`config.mk`:
```
export PLATFORM = sky130hd
export DESIGN_NAME = rftxd_top
export DESIGN_NICKNAME = d
export VERILOG_FILES = /design/src/core/rftxd_pkg.sv /design/src/core/rftxd_ahb_slave.sv /design/src/core/rftxd_pin_drv.sv /design/src/core/rftxd_top.sv
export SDC_FILE = /design/constraint.sdc
export NUM_CORES = 1
export LEC_CHECK = 0
export ABC_AREA = 1
export BUFFER_PORTS_ARGS = -buffer_cell sky130_fd_sc_hd__buf_2
export CORE_ASPECT_RATIO = 0.6
export CORE_MARGIN = 2
export CORE_UTILIZATION = 48
export DETAILED_ROUTE_END_ITERATION = 8
export GPL_ROUTABILITY_DRIVEN = 0
export PLACE_DENSITY_LB_ADDON = 0.1
export RECOVER_POWER = 25
export SYNTH_ARGS = -nofsm -noshare
export SYNTH_HDL_FRONTEND = slang
export SYNTH_SLANG_ARGS = --single-unit
export TNS_END_PERCENT = 20
```
`constraint.sdc`:
```
create_clock -name ref_clk_i -period 1.91 [get_ports ref_clk_i]
set_input_delay 0.191 -clock ref_clk_i [delete_from_list [all_inputs] [get_ports ref_clk_i]]
set_output_delay 0.191 -clock ref_clk_i [all_outputs]
set_load 0.02 [all_outputs]
```
`src/core/rftxd_pkg.sv`:
```
// Constants, types and helpers of the transmitter driver configuration block
package rftxd_pkg;

    localparam int unsigned ADDR_W = 10;
    localparam int unsigned REG_W = 8;

    // Register indices; the byte address is four times the index
    localparam logic [7:0] IDX_DRV_MODE = 8'h28;
    localparam logic [7:0] IDX_AMP = 8'h29;
    localparam logic [7:0] IDX_MOD = 8'h2a;
    localparam logic [7:0] IDX_STATUS = 8'h30;

    // Driver mode fields
    localparam int unsigned DRV_INV2_BIT = 7;
    localparam int unsigned DRV_INV1_BIT = 6;
    localparam int unsigned DRV_ON_BIT = 3;
    localparam int unsigned DRV_STYLE_LSB = 0;
    localparam logic [7:0] DRV_MODE_MASK = 8'hcf;
    localparam logic [7:0] DRV_MODE_RST = 8'h00;

    // Amplitude fields
    localparam int unsigned AMP_RED_LSB = 6;
    localparam int unsigned AMP_RES_LSB = 0;
    localparam logic [7:0] AMP_MASK = 8'hdf;
    localparam logic [7:0] AMP_RST = 8'h00;

    // Modulation control fields
    localparam int unsigned MOD_GUARD_LSB = 4;
    localparam int unsigned MOD_MAX_BIT = 3;
    localparam int unsigned MOD_INV_BIT = 2;
    localparam int unsigned MOD_SEL_LSB = 0;
    localparam logic [7:0] MOD_MASK = 8'hff;
    localparam logic [7:0] MOD_RST = 8'h00;

    // Output drive styles; 3'h3 and 3'h6 are unsupported
    localparam logic [2:0] STYLE_HIZ = 3'h0;
    localparam logic [2:0] STYLE_OPEN_DRAIN = 3'h1;
    localparam logic [2:0] STYLE_PUSH_PULL = 3'h2;
    localparam logic [2:0] STYLE_FIX_LOW = 3'h4;
    localparam logic [2:0] STYLE_FIX_HIGH = 3'h5;

    // Modulation sources
    localparam logic [1:0] SRC_NONE = 2'h0;
    localparam logic [1:0] SRC_ENVELOPE = 2'h1;
    localparam logic [1:0] SRC_EXTERNAL = 2'h2;

    // Carrier reductions below the driver supply, in millivolts
    localparam logic [15:0] RED_MV_0 = 16'h0064;
    localparam logic [15:0] RED_MV_1 = 16'h00fa;
    localparam logic [15:0] RED_MV_2 = 16'h01f4;
    localparam logic [15:0] RED_MV_3 = 16'h03e8;
    localparam logic [15:0] RED_MV_NONE = 16'h0000;

    typedef enum logic [1:0] {
        GS_IDLE = 2'b01,
        GS_GUARD = 2'b10
    } rftxd_guard_e;

    typedef struct packed {
        logic second_output_invert;
        logic first_output_invert;
        logic driver_outputs_on;
        logic [2:0] output_drive_style;
        logic [1:0] carrier_level_reduction;
        logic [4:0] residual_carrier_pct;
        logic [3:0] overshoot_guard_len;
        logic carrier_max_level;
        logic modulation_polarity_flip;
        logic [1:0] modulation_source_pick;
    } rftxd_cfg_s;

    typedef struct packed {
        logic level;
        logic oe;
    } rftxd_pin_s;

    function automatic logic [15:0] reduction_mv(input logic [1:0] code, input logic max_lvl);
        logic [15:0] mv;
        mv = RED_MV_NONE;
        if (!max_lvl) begin
            case (code)
                2'h0: mv = RED_MV_0;
                2'h1: mv = RED_MV_1;
                2'h2: mv = RED_MV_2;
                default: mv = RED_MV_3;
            endcase
        end
        return mv;
    endfunction : reduction_mv

endpackage : rftxd_pkg

```
`src/core/rftxd_ahb_slave.sv`:
```
// AHB-Lite slave front end: address phase capture and register strobes
`timescale 1ns/1ps
module rftxd_ahb_slave (
    input wire logic ref_clk_i,
    input wire logic rst_i,
    input wire logic ce_i,
    input wire logic hsel_i,
    input wire logic [31:0] haddr_i,
    input wire logic [1:0] htrans_i,
    input wire logic hwrite_i,
    input wire logic [2:0] hsize_i,
    input wire logic hready_i,
    input wire logic [31:0] hwdata_i,
    output logic hreadyout_o,
    output logic hresp_o,
    output logic wr_o,
    output logic rd_o,
    output logic [7:0] idx_o,
    output logic [7:0] wdata_o
);
    logic act_ff;
    logic wr_ff;
    logic [7:0] idx_ff;
    logic ok_ff;

    // Stall while the block is frozen
    assign hreadyout_o = ce_i;
    assign hresp_o = 1'b0;

    always_ff @(posedge ref_clk_i) begin
        if (rst_i) begin
            act_ff <= 1'b0;
            wr_ff <= 1'b0;
            idx_ff <= 8'h00;
            ok_ff <= 1'b0;
        end else if (ce_i && hready_i) begin
            act_ff <= hsel_i && htrans_i[1];
            wr_ff <= hwrite_i;
            idx_ff <= haddr_i[rftxd_pkg::ADDR_W-1:2];
            ok_ff <= (haddr_i[31:rftxd_pkg::ADDR_W] == '0) && (haddr_i[1:0] == 2'h0)
                && (hsize_i == 3'h2);
        end
    end

    // Data phase ends on this edge when ce is high
    assign wr_o = ce_i && act_ff && wr_ff && ok_ff;
    assign rd_o = act_ff && !wr_ff && ok_ff;
    assign idx_o = idx_ff;
    assign wdata_o = hwdata_i[7:0];
endmodule : rftxd_ahb_slave

```
`src/core/rftxd_pin_drv.sv`:
```
// One transmitter pin output stage
`timescale 1ns/1ps
module rftxd_pin_drv (
    input wire logic ref_clk_i,
    input wire logic rst_i,
    input wire logic ce_i,
    input wire logic on_i,
    input wire logic [2:0] style_i,
    input wire logic invert_i,
    input wire logic sig_i,
    output rftxd_pkg::rftxd_pin_s pin_o
);
    logic lvl;

    assign lvl = sig_i ^ invert_i;

    always_ff @(posedge ref_clk_i) begin
        if (rst_i) begin
            pin_o <= '0;
        end else if (ce_i) begin
            if (!on_i) begin
                pin_o <= '0;
            end else begin
                case (style_i)
                    rftxd_pkg::STYLE_OPEN_DRAIN: begin
                        pin_o.level <= 1'b0;
                        pin_o.oe <= !lvl;
                    end
                    rftxd_pkg::STYLE_PUSH_PULL: begin
                        pin_o.level <= lvl;
                        pin_o.oe <= 1'b1;
                    end
                    rftxd_pkg::STYLE_FIX_LOW: begin
                        pin_o.level <= 1'b0;
                        pin_o.oe <= 1'b1;
                    end
                    rftxd_pkg::STYLE_FIX_HIGH: begin
                        pin_o.level <= 1'b1;
                        pin_o.oe <= 1'b1;
                    end
                    default: begin
                        pin_o <= '0;
                    end
                endcase
            end
        end
    end
endmodule : rftxd_pin_drv

```
`src/core/rftxd_top.sv`:
```
// Transmitter driver configuration registers, modulation path and pin stages
// Functional notes
// Driver mode bit 7 inverts what is driven on the second driver pin.
// Driver mode bit 6 inverts what is driven on the first driver pin.
// Driver mode bit 3 enables both driver pins together; when clear neither drives.
// Driver mode bits 2..0 pick open drain, push-pull, high impedance, fixed high or low.
// Software must not write drive style codes 3'h3 or 3'h6.
// Amplitude bits 7..6 pick a carrier reduction of 100, 250, 500 or 1000 mV.
// Amplitude bits 4..0 set the residual carrier percentage used while modulating.
// Modulation bit 3 forces maximum carrier amplitude, overriding the reduction.
// Modulation bits 7..4 give the overshoot guard length in carrier periods.
// Modulation bit 2 inverts the modulation signal of the chosen source.
// Modulation bits 1..0 pick no source, the internal envelope or the external input.
// Reserved bits of driver mode and amplitude read zero and ignore writes.
`timescale 1ns/1ps
module rftxd_top (
    input wire logic ref_clk_i,
    input wire logic rst_i,
    input wire logic ce_i,
    input wire logic hsel_i,
    input wire logic [31:0] haddr_i,
    input wire logic [1:0] htrans_i,
    input wire logic hwrite_i,
    input wire logic [2:0] hsize_i,
    input wire logic hready_i,
    input wire logic [31:0] hwdata_i,
    output logic [31:0] hrdata_o,
    output logic hreadyout_o,
    output logic hresp_o,
    input wire logic carrier_i,
    input wire logic internal_send_envelope_i,
    input wire logic external_signal_input_i,
    output logic first_driver_pin_o,
    output logic first_driver_pin_oe_o,
    output logic second_driver_pin_o,
    output logic second_driver_pin_oe_o,
    output logic modulating_o,
    output logic overshoot_guard_o,
    output logic [4:0] residual_carrier_pct_o,
    output logic [15:0] carrier_reduction_mv_o,
    output logic carrier_max_level_o
);
    logic wr;
    logic rd;
    logic [7:0] idx;
    logic [7:0] wdata;
    logic [7:0] drv_mode_ff;
    logic [7:0] amp_ff;
    logic [7:0] mod_ff;
    rftxd_pkg::rftxd_cfg_s cfg;
    logic mod_src;
    logic nxt_mod;
    logic mod_sig_ff;
    logic carrier_prev_ff;
    logic carrier_rise;
    logic mod_rise;
    rftxd_pkg::rftxd_guard_e guard_st_ff;
    logic [3:0] guard_cnt_ff;
    rftxd_pkg::rftxd_pin_s pin1;
    rftxd_pkg::rftxd_pin_s pin2;
    logic [7:0] status;
    logic [7:0] rd_val;

    rftxd_ahb_slave u_bus (
        .ref_clk_i(ref_clk_i),
        .rst_i(rst_i),
        .ce_i(ce_i),
        .hsel_i(hsel_i),
        .haddr_i(haddr_i),
        .htrans_i(htrans_i),
        .hwrite_i(hwrite_i),
        .hsize_i(hsize_i),
        .hready_i(hready_i),
        .hwdata_i(hwdata_i),
        .hreadyout_o(hreadyout_o),
        .hresp_o(hresp_o),
        .wr_o(wr),
        .rd_o(rd),
        .idx_o(idx),
        .wdata_o(wdata)
    );

    // Register storage, reserved bits held at zero
    always_ff @(posedge ref_clk_i) begin
        if (rst_i) begin
            drv_mode_ff <= rftxd_pkg::DRV_MODE_RST;
            amp_ff <= rftxd_pkg::AMP_RST;
            mod_ff <= rftxd_pkg::MOD_RST;
        end else if (wr) begin
            case (idx)
                rftxd_pkg::IDX_DRV_MODE: drv_mode_ff <= wdata & rftxd_pkg::DRV_MODE_MASK;
                rftxd_pkg::IDX_AMP: amp_ff <= wdata & rftxd_pkg::AMP_MASK;
                rftxd_pkg::IDX_MOD: mod_ff <= wdata & rftxd_pkg::MOD_MASK;
                default: begin
                end
            endcase
        end
    end

    // Field views of the registers
    always_comb begin
        cfg.second_output_invert = drv_mode_ff[rftxd_pkg::DRV_INV2_BIT];
        cfg.first_output_invert = drv_mode_ff[rftxd_pkg::DRV_INV1_BIT];
        cfg.driver_outputs_on = drv_mode_ff[rftxd_pkg::DRV_ON_BIT];
        cfg.output_drive_style = drv_mode_ff[rftxd_pkg::DRV_STYLE_LSB +: 3];
        cfg.carrier_level_reduction = amp_ff[rftxd_pkg::AMP_RED_LSB +: 2];
        cfg.residual_carrier_pct = amp_ff[rftxd_pkg::AMP_RES_LSB +: 5];
        cfg.overshoot_guard_len = mod_ff[rftxd_pkg::MOD_GUARD_LSB +: 4];
        cfg.carrier_max_level = mod_ff[rftxd_pkg::MOD_MAX_BIT];
        cfg.modulation_polarity_flip = mod_ff[rftxd_pkg::MOD_INV_BIT];
        cfg.modulation_source_pick = mod_ff[rftxd_pkg::MOD_SEL_LSB +: 2];
    end

    // Source pick, reserved code behaves as no source
    always_comb begin
        case (cfg.modulation_source_pick)
            rftxd_pkg::SRC_ENVELOPE: mod_src = internal_send_envelope_i;
            rftxd_pkg::SRC_EXTERNAL: mod_src = external_signal_input_i;
            default: mod_src = 1'b0;
        endcase
    end

    // Polarity only applies when a source is picked
    always_comb begin
        nxt_mod = 1'b0;
        if (cfg.modulation_source_pick == rftxd_pkg::SRC_ENVELOPE
            || cfg.modulation_source_pick == rftxd_pkg::SRC_EXTERNAL) begin
            nxt_mod = mod_src ^ cfg.modulation_polarity_flip;
        end
    end

    always_ff @(posedge ref_clk_i) begin
        if (rst_i) begin
            mod_sig_ff <= 1'b0;
        end else if (ce_i) begin
            mod_sig_ff <= nxt_mod;
        end
    end

    always_ff @(posedge ref_clk_i) begin
        if (rst_i) begin
            carrier_prev_ff <= 1'b0;
        end else if (ce_i) begin
            carrier_prev_ff <= carrier_i;
        end
    end

    assign carrier_rise = carrier_i && !carrier_prev_ff;
    assign mod_rise = nxt_mod && !mod_sig_ff;

    // Overshoot guard: extra modulation counted in carrier periods
    always_ff @(posedge ref_clk_i) begin
        if (rst_i) begin
            guard_st_ff <= rftxd_pkg::GS_IDLE;
            guard_cnt_ff <= 4'h0;
        end else if (ce_i) begin
            case (guard_st_ff)
                rftxd_pkg::GS_IDLE: begin
                    if (mod_rise && cfg.overshoot_guard_len != 4'h0) begin
                        guard_st_ff <= rftxd_pkg::GS_GUARD;
                        guard_cnt_ff <= cfg.overshoot_guard_len;
                    end
                end
                rftxd_pkg::GS_GUARD: begin
                    if (carrier_rise) begin
                        guard_cnt_ff <= guard_cnt_ff - 4'h1;
                        if (guard_cnt_ff == 4'h1) begin
                            guard_st_ff <= rftxd_pkg::GS_IDLE;
                        end
                    end
                end
                default: begin
                    guard_st_ff <= rftxd_pkg::GS_IDLE;
                    guard_cnt_ff <= 4'h0;
                end
            endcase
        end
    end

    assign overshoot_guard_o = (guard_st_ff == rftxd_pkg::GS_GUARD);
    assign modulating_o = mod_sig_ff || overshoot_guard_o;

    // Amplitude outputs
    always_ff @(posedge ref_clk_i) begin
        if (rst_i) begin
            residual_carrier_pct_o <= 5'h00;
            carrier_reduction_mv_o <= rftxd_pkg::RED_MV_NONE;
            carrier_max_level_o <= 1'b0;
        end else if (ce_i) begin
            residual_carrier_pct_o <= cfg.residual_carrier_pct;
            carrier_reduction_mv_o <= rftxd_pkg::reduction_mv(cfg.carrier_level_reduction,
                cfg.carrier_max_level);
            carrier_max_level_o <= cfg.carrier_max_level;
        end
    end

    // Pin stages
    rftxd_pin_drv u_pin1 (
        .ref_clk_i(ref_clk_i),
        .rst_i(rst_i),
        .ce_i(ce_i),
        .on_i(cfg.driver_outputs_on),
        .style_i(cfg.output_drive_style),
        .invert_i(cfg.first_output_invert),
        .sig_i(carrier_i),
        .pin_o(pin1)
    );

    rftxd_pin_drv u_pin2 (
        .ref_clk_i(ref_clk_i),
        .rst_i(rst_i),
        .ce_i(ce_i),
        .on_i(cfg.driver_outputs_on),
        .style_i(cfg.output_drive_style),
        .invert_i(cfg.second_output_invert),
        .sig_i(carrier_i),
        .pin_o(pin2)
    );

    assign first_driver_pin_o = pin1.level;
    assign first_driver_pin_oe_o = pin1.oe;
    assign second_driver_pin_o = pin2.level;
    assign second_driver_pin_oe_o = pin2.oe;

    assign status = {guard_cnt_ff, pin2.level, pin1.level, overshoot_guard_o, modulating_o};

    // Read mux, unmapped reads give zero
    always_comb begin
        case (idx)
            rftxd_pkg::IDX_DRV_MODE: rd_val = drv_mode_ff;
            rftxd_pkg::IDX_AMP: rd_val = amp_ff;
            rftxd_pkg::IDX_MOD: rd_val = mod_ff;
            rftxd_pkg::IDX_STATUS: rd_val = status;
            default: rd_val = 8'h00;
        endcase
    end

    assign hrdata_o = rd ? {24'h000000, rd_val} : 32'h00000000;
endmodule : rftxd_top

```
Word level (Yosys, flattened, before mapping)
Cells that the tools add are included.
{"block": "classes", "n_addsub": 1, "eq_ne": 19, "mux": 17, "n_bitwise": 3, "n_reduce_logical": 28}
{"op": "$eq A8 B6 Y1 const B", "n": 4}
{"op": "$pmux W8 S4", "n": 1}
{"op": "$pmux W10 S3", "n": 1}
{"op": "$logic_not A22 Y1", "n": 1}
{"op": "$pmux W2 S4", "n": 2}
{"op": "$logic_and A1 B1 Y1", "n": 12}
{"op": "$mux W10", "n": 1}
{"op": "$mux W2", "n": 5}
{"op": "$mux W4", "n": 2}
{"op": "$mux W8", "n": 1}
{"op": "$pmux W4 S2", "n": 1}
{"op": "$eq A2 B1 Y1 const B", "n": 3}
{"op": "$eq A2 B2 Y1 const B", "n": 3}
{"op": "$eq A3 B2 Y1 const B", "n": 2}
{"op": "$eq A3 B3 Y1 const B", "n": 2}
{"op": "$reduce_and A2 Y1", "n": 3}
{"op": "$logic_not A1 Y1", "n": 5}
{"op": "$eq A4 B1 Y1 const B", "n": 1}
{"op": "$logic_not A2 Y1", "n": 2}
{"op": "$ne A2 B1 Y1 const B", "n": 2}
{"op": "$pmux W2 S2", "n": 1}
{"op": "$reduce_and A4 Y1", "n": 1}
{"op": "$reduce_bool A4 Y1", "n": 1}
{"op": "$sub A4 B1 Y4 const B", "n": 1}
{"op": "other kinds (7)", "n": 10}
{"block": "totals", "regBits": 66, "inputBits": 78, "output_inout_bits": 62, "word_cells": 86}

Depth between registers and ports, before layout
Gate-level depths: netlist of run 1.
{"block": "depth", "ltp_word": 8, "mapped_depth": 12, "mapped_depth_nobuf": 12}

Modules after synthesis
From an unflattened synthesis of run 1, not the netlist that was laid out.
{"block": "hier_totals", "hier_cells": 492, "hier_area_um2": 3319.4}
{"mod": "rftxd_top", "n_inst": 1, "cells_per_inst": 338, "area_each_um2": 2401.1, "seq_area_each_um2": 860.8}
{"mod": "rftxd_ahb_slave", "n_inst": 1, "cells_per_inst": 94, "area_each_um2": 593.1, "seq_area_each_um2": 220.2}
{"mod": "rftxd_pin_drv", "n_inst": 2, "cells_per_inst": 30, "area_each_um2": 162.7, "seq_area_each_um2": 40.0}

Worst setup path after synthesis of run 1
Ideal clock, no wire load.
{"block": "synth_path", "kind": "reg-to-output", "from": "reg u_bus.idx_ff[4], in the netlist u_bus.idx_o[4]", "to": "out hrdata_o[2]", "arrival_time_ps": 1445, "required_ps": 1719, "setup_slack_ps": 274, "stages_incl_launch_ff": 8, "path_buffers": 0, "cell_sequence": "dfxtp_1 clkinv_2 nand2_1 nor3_4 o21ai_0 a21oi_2 inv_2 a21oi_1"}
{"block": "synth_between", "elab_chain_len": 3, "elab_cells_between_ends": 6, "cone_classes": "eq/ne (4); mux (2)"}
{"element": "start, declared", "line_no": "rftxd_ahb_slave.sv:23", "text": "logic [7:0] idx_ff;"}
{"element": "start signal, assigned", "line_no": "rftxd_ahb_slave.sv:39", "text": "idx_ff <= haddr_i[rftxd_pkg::ADDR_W-1:2];"}
{"element": "$eq A8 B6 Y1", "line_no": "rftxd_top.sv:229", "text": "case (idx)"}
{"element": "$pmux W8 S4 *", "line_no": "rftxd_top.sv:229"}
{"element": "$mux W8 *", "line_no": "rftxd_top.sv:238", "text": "assign hrdata_o = rd ? {24'h000000, rd_val} : 32'h00000000;"}
{"element": "end, declared", "line_no": "rftxd_top.sv:27", "text": "output logic [31:0] hrdata_o,"}
Mark *: on every way between the ends. The rest lies on a longest branch, timed or not.

Final worst setup path of run 1
{"block": "layout_path", "from": "reg u_bus.idx_ff[2], in the netlist u_bus.idx_o[2]", "to": "out hrdata_o[5]"}
The elaborated chain is that of the path after synthesis.

==> results of run 1 <==
[worst max-delay path: cells and delay by family (launching register included)]
family | cells | cell delay [ns]
AOI/OAI and AO/OA | 3 | 0.48
buffers and inverters | 3 | 0.35
DFF | 1 | 0.35
and+or+nand+nor | 2 | 0.38
[power breakdown]
group	switching (W)	internal, W	total [W]	leakage, nW
clock	0.000489	0.000806	0.00129	0.117
sequential	0.0000179	0.00123	0.00125	0.473
combinational	0.000217	0.000117	0.000333	1.17
[cells in the mapped netlist]
library cell  number
clkinv_2           1
inv_1             37
a2bb2oi_1          1
nand4_4            1
xnor2_1            2
nor4_1             2
nor3_1            12
dfxtp_1           58
a21boi_2           1
nor2_4             2
buf_1              1
nand4_1            2
clkbuf_1           7
nor2_1            43
conb_1             1
nand2_1           66
nand3_4            1
nor3_2             1
nor3_4             3
a31oi_1            1
nor3b_1            1
buf_2              3
a21oi_2            1
o21ai_0           46
inv_2              7
ha_1              10
buf_4             35
o22ai_1           10
nand2_2            2
nand2_4            3
a21oi_1           53
nand3_1           15
o21ai_1            1
clkinv_4           1
nand3_2            1
nand3b_1           1
[through the flow]
step | total power [W] | std cells | hold WS (ns)
after floorplan | 0.00151 | 464 | 0.333
final | 0.00288 | 623 | 0.0842
after global routing | 0.00301 | 623 | 0.0992
after CTS | 0.00288 | 620 | 0.0705
after global placement | 0.00156 | 600 | 0.443
after detailed placement | 0.00157 | 600 | 0.430
[metal layers]
metal	global-route usage, %	wire [um]	vias to the layer above
met4	8.65	59	0
met2	36.7	3550	111
met5	0	0	-
li1	-	-	1574
met1	34.2	3960	1378
met3	8.90	782	7
[area by class of cell]
type	count	area, um^2
clock buffer	12	155
clock inverter	4	73.8
sequential	58	1170
multi-input combinational	314	1780
fill	561	2130
tap	84	105
inverter	46	193
timing repair buffer	105	618
[how the worst min path moves through the flow]
stage | from | end | slack (ns)
after floorplan | hwdata_i[0] | mod_ff[0] | 0.33
after detailed placement | hwdata_i[5] | mod_ff[5] | 0.43
after global placement | hwdata_i[5] | mod_ff[5] | 0.44
final | hwdata_i[5] | mod_ff[5] | 0.08
after global routing | hwdata_i[5] | mod_ff[5] | 0.1
after CTS | hwdata_i[5] | mod_ff[5] | 0.07
[registers in the layout, summed over array words and instances (netlist names), 2 cells and up]
signal and cells:
carrier_reduction_mv_o 8, mod_ff 8, u_bus.idx_o 8, amp_ff 7, drv_mode_ff 6, residual_carrier_pct_o 5
guard_cnt_ff 4, guard_st_ff 2, u_pin1.pin_o 2, u_pin2.pin_o 2
[cell families (layout without fill, tap and decap cells)]
kind of cell / count (synthesis) / after routing / share of synthesized area (%)
compound gates: 114 / 114 / 19.0
xor+xnor: 2 / 2 / 0.556
fa+ha+maj: 10 / 10 / 3.97
buf+inv: 92 / 167 / 15.4
flops: 58 / 58 / 36.8
other cells: 1 / 32 / 0.119
simple gates: 156 / 156 / 24.1
[what timing repair did]
action                     in CTS  in global routing
pin swaps                       4                 13
setup buffers                   4                  3
setup endpoints to repair       8                 11
resized for setup              20                 45
hold buffers                    0                  0
==> metrics.txt, run 1 <==
status=finished, violations left; failing checks=setup timing; die width=109 um; max-cap violations=0; Fin. Hold Viols=0; Final Critical Period=2.10 ns; RSZ-0062 raised after global routing=true; r2r setup slk=0.17 ns; pre-CTS setup slack=0.147 ns; Post-Layout Inst Area=0.00409 mm^2; CTS tree=done; Post-DP Area=0.00360 mm^2; Peak supply drop=470 uV; largest fanout on the critical path=7; DR vias=3,070; clk sinks=58; Max-slew headroom=61.0%; DP Wirelength=6330 um; synth warn=0; Avg Inst Size Synth=7.28 um^2; R2R Path End=guard_cnt_ff[0]; R2R depth=10; Crit Path Category=flop to output port; worst-skew pair later-pin latency=0.34 ns; vias in the first global route=2,888; sequential cell area fraction in the yosys report=36.8%; crit path cell chain=inv_4 -> nand2_4 -> nor3_4 -> o21ai_2 -> a21oi_4 -> clkinv_4 -> a21oi_2 -> buf_4; first-pass GRT wire length=13,800 um; # DRC=0; commonest non-fill, non-tap cell in the layout=buf_2; ANT cells=0; Util after Layout=65.8%; H-tree level count=3; Worst Path Required=1.72 ns; Slew @ Worst Pin=0.585 ns; # setup viols final=8; drt initial violations=146; Cells after Synth=433; drt pass-1 iters=4; RR Startpoint=mod_ff[0]; post-route ant nets=0; Avg Vias per Cell=4.93; Lkg Pwr=1.76 nW; Overflow after GRT=0; Cell Area, Synth=0.00315 mm^2; Distinct cells, synth=36; dominant cells by area after synthesis=dfxtp_1, a21oi_1, buf_4, nand2_1, o21ai_0; row count=22; DR WL/cell=13.4 um; CTS Root Cell=clkbuf_8; final setup TNS=-1.09 ns; commonest non-fill, non-tap cells in the layout=buf_2, nand2_1, dfxtp_1; largest net degree at the start of global routing=20; post-synth top area share=36.8%; CTS Buf Count=9; Initial Util=50.7%; Die Y=66.8 um; Setup Skew=0.00829 ns; Detailed Route WL=8350 um; Worst setup SP type=flop; core area=0.00622 mm^2; layout cells sized above 1=29.9%; P per Cell Area=704 mW/mm^2; worst min-delay path class=input port to flop; highest clock rate=0.477 GHz; Worst EP arrival=1.91 ns; Total Routing Usage GR=25.1%; Setup crit end=hrdata_o[5]; endpoint type of the worst setup path=output port; Reg clk slew, reported paths=0.06 ns; max incr delay on CP=0.35 ns; CP startpoint=u_bus.idx_o[2]; PortBufs=82; worst setup slack after layout=-0.187 ns; register bit total from synthesis=58; Worst Hold Path Cells=3; Slowest-stage cell, CP=dfxtp_4; Nets=622; antenna violations before repair=0; Longest Clk Path Bufs=2; period utilization=110%; Ports=140; Area growth syn-to-layout=29.8%; area leader, netlist=dfxtp_1; Max Slew Vio Count=0; die area=0.00725 mm^2
Power figures use the tool's default switching activity.
==> run 2: changes to the inputs <==
Settings changed: ABC_AREA 1 to 0, MAX_ROUTING_LAYER from default to met4.
Clock period 1.91 ns to 2.4 ns, I/O delays scaled along.
==> metrics.txt, run 2 <==
status=finished, violations left; failing checks=capacitance limit, slew limit; Die Y=67.1 um (+0.49%); Longest Clk Path Bufs=2 (unchanged); Distinct cells, synth=42 (+17%); Detailed Route WL=7630 um (-8.6%); PortBufs=82 (unchanged); clk sinks=58 (unchanged); CTS Buf Count=9 (unchanged); Peak supply drop=363 uV (-23%); sequential cell area fraction in the yosys report=36.4% (-0.38 points); die width=109 um (+0.50%); clock power share=47.0% (+2.0 points); worst min-delay path class=input port to flop; Int Power=0.00168 W (-22%); Worst EP arrival=2.12 ns (+0.21 ns); # setup viols final=0 (-8); Post-Layout Inst Area=0.00381 mm^2 (-6.8%); Simple-Gate Fraction of Synth Area=22.5% (-1.7 points); CP top delay family=simple AND/OR/NAND/NOR gates; most common cell in the netlist=dfxtp_1; commonest non-fill, non-tap cell in the layout=buf_2; CTS tree=done; drt initial violations=156 (+6.8%); Buf/Inv on CP=1 (-2); Met3 Routed Length=528 um (-32%); most instantiated cells after synthesis=dfxtp_1, mux2i_1, nor2_1; row count=22 (unchanged); Worst Path Required=2.16 ns (+0.44 ns); largest net degree at the start of global routing=52 (+160%); Async SR Flop Fraction=0% (unchanged); uppermost routed layer=met4; Slowest-stage cell, CP=nor4b_1; Nets=547 (-12%); max-cap violations=1 (+1); Ports=140 (unchanged); Max Slew Vio Count=52 (+52); Post-DP Area=0.00358 mm^2 (-0.49%); Reg area=0.00116 mm^2 (-0.85%); highest clock rate=0.425 GHz; area leader, netlist=dfxtp_1; Avg Vias per Cell=5.03 (+2.0%); Initial Util=51.0% (+0.30 points); Util after Layout=61.0% (-4.8 points); Final Critical Period=2.36 ns; vias in the first global route=2,488 (-14%); multi-input logic area=0.00178 mm^2 (about the same); Overall Power=0.00222 W (-23%); commonest non-fill, non-tap cells in the layout=buf_2, dfxtp_1, mux2i_1; dominant cells by area after synthesis=dfxtp_1, mux2i_1, buf_4, nand2b_1, nor2_1; total length of routed met2 wires=3160 um (-11%); largest family of logic cells by synthesized area=simple AND/OR/NAND/NOR gates; worst-skew pair later-pin latency=0.35 ns (about the same); largest fanout on the critical path=9 (+2); XOR/XNOR share of the synthesized area=0.825% (+0.27 points); Net Sw Frac=24.2% (-0.96 points); Crit Path Category=flop to output port; Setup Skew=0.00572 ns (-0.00257 ns); core area=0.00625 mm^2 (+0.44%); Avg Inst Size Synth=8.47 um^2 (+16%); crit path cell chain=nor4b_1 -> a22oi_1 -> or2_2 -> a21oi_1 -> buf_2; Reg clk slew, reported paths=0.07 ns (about the same); mux share of post-synthesis cell area=12.6% (+13 points); RSZ-0062 raised after global routing=true; most common flop cell mapped by yosys=dfxtp_1; fill cell count=587 (+4.6%); DR vias=2,754 (-10%); ANT cells=0 (unchanged); switching power=0.000536 W (-26%); die area=0.00733 mm^2 (+0.99%); Lkg Pwr=1.70 nW (-3.3%); part of the power in combinational logic=8.7% (-2.9 points); Area growth syn-to-layout=19.7%; worst setup slack after layout=0.0443 ns (+0.231 ns); Cells after Synth=376 (-13%); pre-CTS setup slack=0.273 ns (+0.127 ns); Overflow after GRT=0 (unchanged); first-pass GRT wire length=12,300 um (-10%); Fin. Hold Viols=0 (unchanged); Slew @ Worst Pin=1.83 ns (+1.24 ns); # DRC=0 (unchanged); antenna violations before repair=0 (unchanged); post-synth top area share=36.4% (-0.38 points); endpoint type of the worst setup path=output port; number of synthesized flops with an enable pin=0 (unchanged); CTS Root Cell=clkbuf_8; Max-slew headroom=-21.9% (-83 points); register bit total from synthesis=58 (unchanged); DP Wirelength=5690 um (-10%); period utilization=98.2%; drt pass-1 iters=4 (unchanged); Reg power frac=44.3% (+0.8 points); post-route ant nets=0 (unchanged); Cell Area, Synth=0.00319 mm^2 (+1.0%); layout cells sized above 1=24.1% (-5.7 points); Post-Route M1 WL=3850 um (-2.8%); final setup TNS=0 ns (+1.09 ns); Total Routing Usage GR=23.4% (-1.8 points); P per Cell Area=582 mW/mm^2 (-17%); r2r setup slk=0.32 ns (+0.15 ns); max incr delay on CP=0.55 ns (+0.20 ns); Worst setup SP type=flop; H-tree level count=3 (unchanged); post-synthesis compound-gate area fraction=11.8% (-7.2 points); DR WL/cell=13.9 um (+3.9%); Hold Buf Count CTS=0 (unchanged); synth warn=0 (unchanged); post-synthesis adder-cell area fraction=3.93% (-0.041 points)
==> run 2: cell type report <==
| class | count | area share (%) |
|---|---|---|
| repair buffers | 94 | 12.9 |
| clock inverters | 4 | 1.94 |
| clock buffers | 12 | 4.07 |
| inverters | 13 | 1.28 |
| well taps | 84 | 2.76 |
| multi-input cells | 283 | 46.6 |
| flip-flops and latches | 58 | 30.4 |
==> run 2: power groups by stage <==
stage | Sequential (W) | Clock, W | Combinational (W)
after floorplan | 0.00100 | 0 | 0.000163
after global placement | 0.00100 | 0 | 0.000191
after detailed placement | 0.00100 | 0 | 0.000193
after CTS | 0.000981 | 0.00106 | 0.000194
after global routing | 0.000983 | 0.00110 | 0.000215
final | 0.000982 | 0.00104 | 0.000193
==> run 2: worst min-delay path, delay by kind of cell <==
family | cells | cell delay [ns]
compound gates | 1 | 0.05
buf+inv | 1 | 0.09
simple gates | 1 | 0.04
==> run 2: repair_timing <==
item / CTS / global route
buffers inserted: 0 / 0
setup endpoints to repair: 5 / 6
pin swaps: 0 / 1
resized for setup: 1 / 5
==> run 2: metal layers <==
layer,global-route usage [%],up-vias
met3,7.44,11
met1,32.0,1256
li1,-,1392
met5,-,-
met4,7.59,0
met2,32.4,95
==> run 2: worst paths after layout <==
| kind | endpoint | startpoint | cells past startpoint |
|---|---|---|---|
| worst max-delay path | hrdata_o[4] | u_bus.idx_o[0] | 5 |
| worst min-delay path | u_bus.idx_o[7] | haddr_i[9] | 3 |
| worst max register to register | amp_ff[0] | u_bus.idx_o[2] | 5 |
| worst min register to register | u_bus.idx_o[2] | u_bus.idx_o[2] | 2 |
==> run 2: cells by family after synthesis <==
logic type,Yosys count
other,1
xor gates and xnor gates,3
DFF,58
buffers and inverters,66
AOI/OAI and AO/OA,60
adders and majority gates,10
muxes,40
and+or+nand+nor,138
==> run 2: through the flow <==
step / hold slack (ns) / std cells
3_5_place_dp: 0.448 / 532
2_1_floorplan: 0.376 / 407
5_1_grt: 0.111 / 548
4_1_cts: 0.107 / 548
3_3_place_gp: 0.445 / 532
6_report: 0.119 / 548
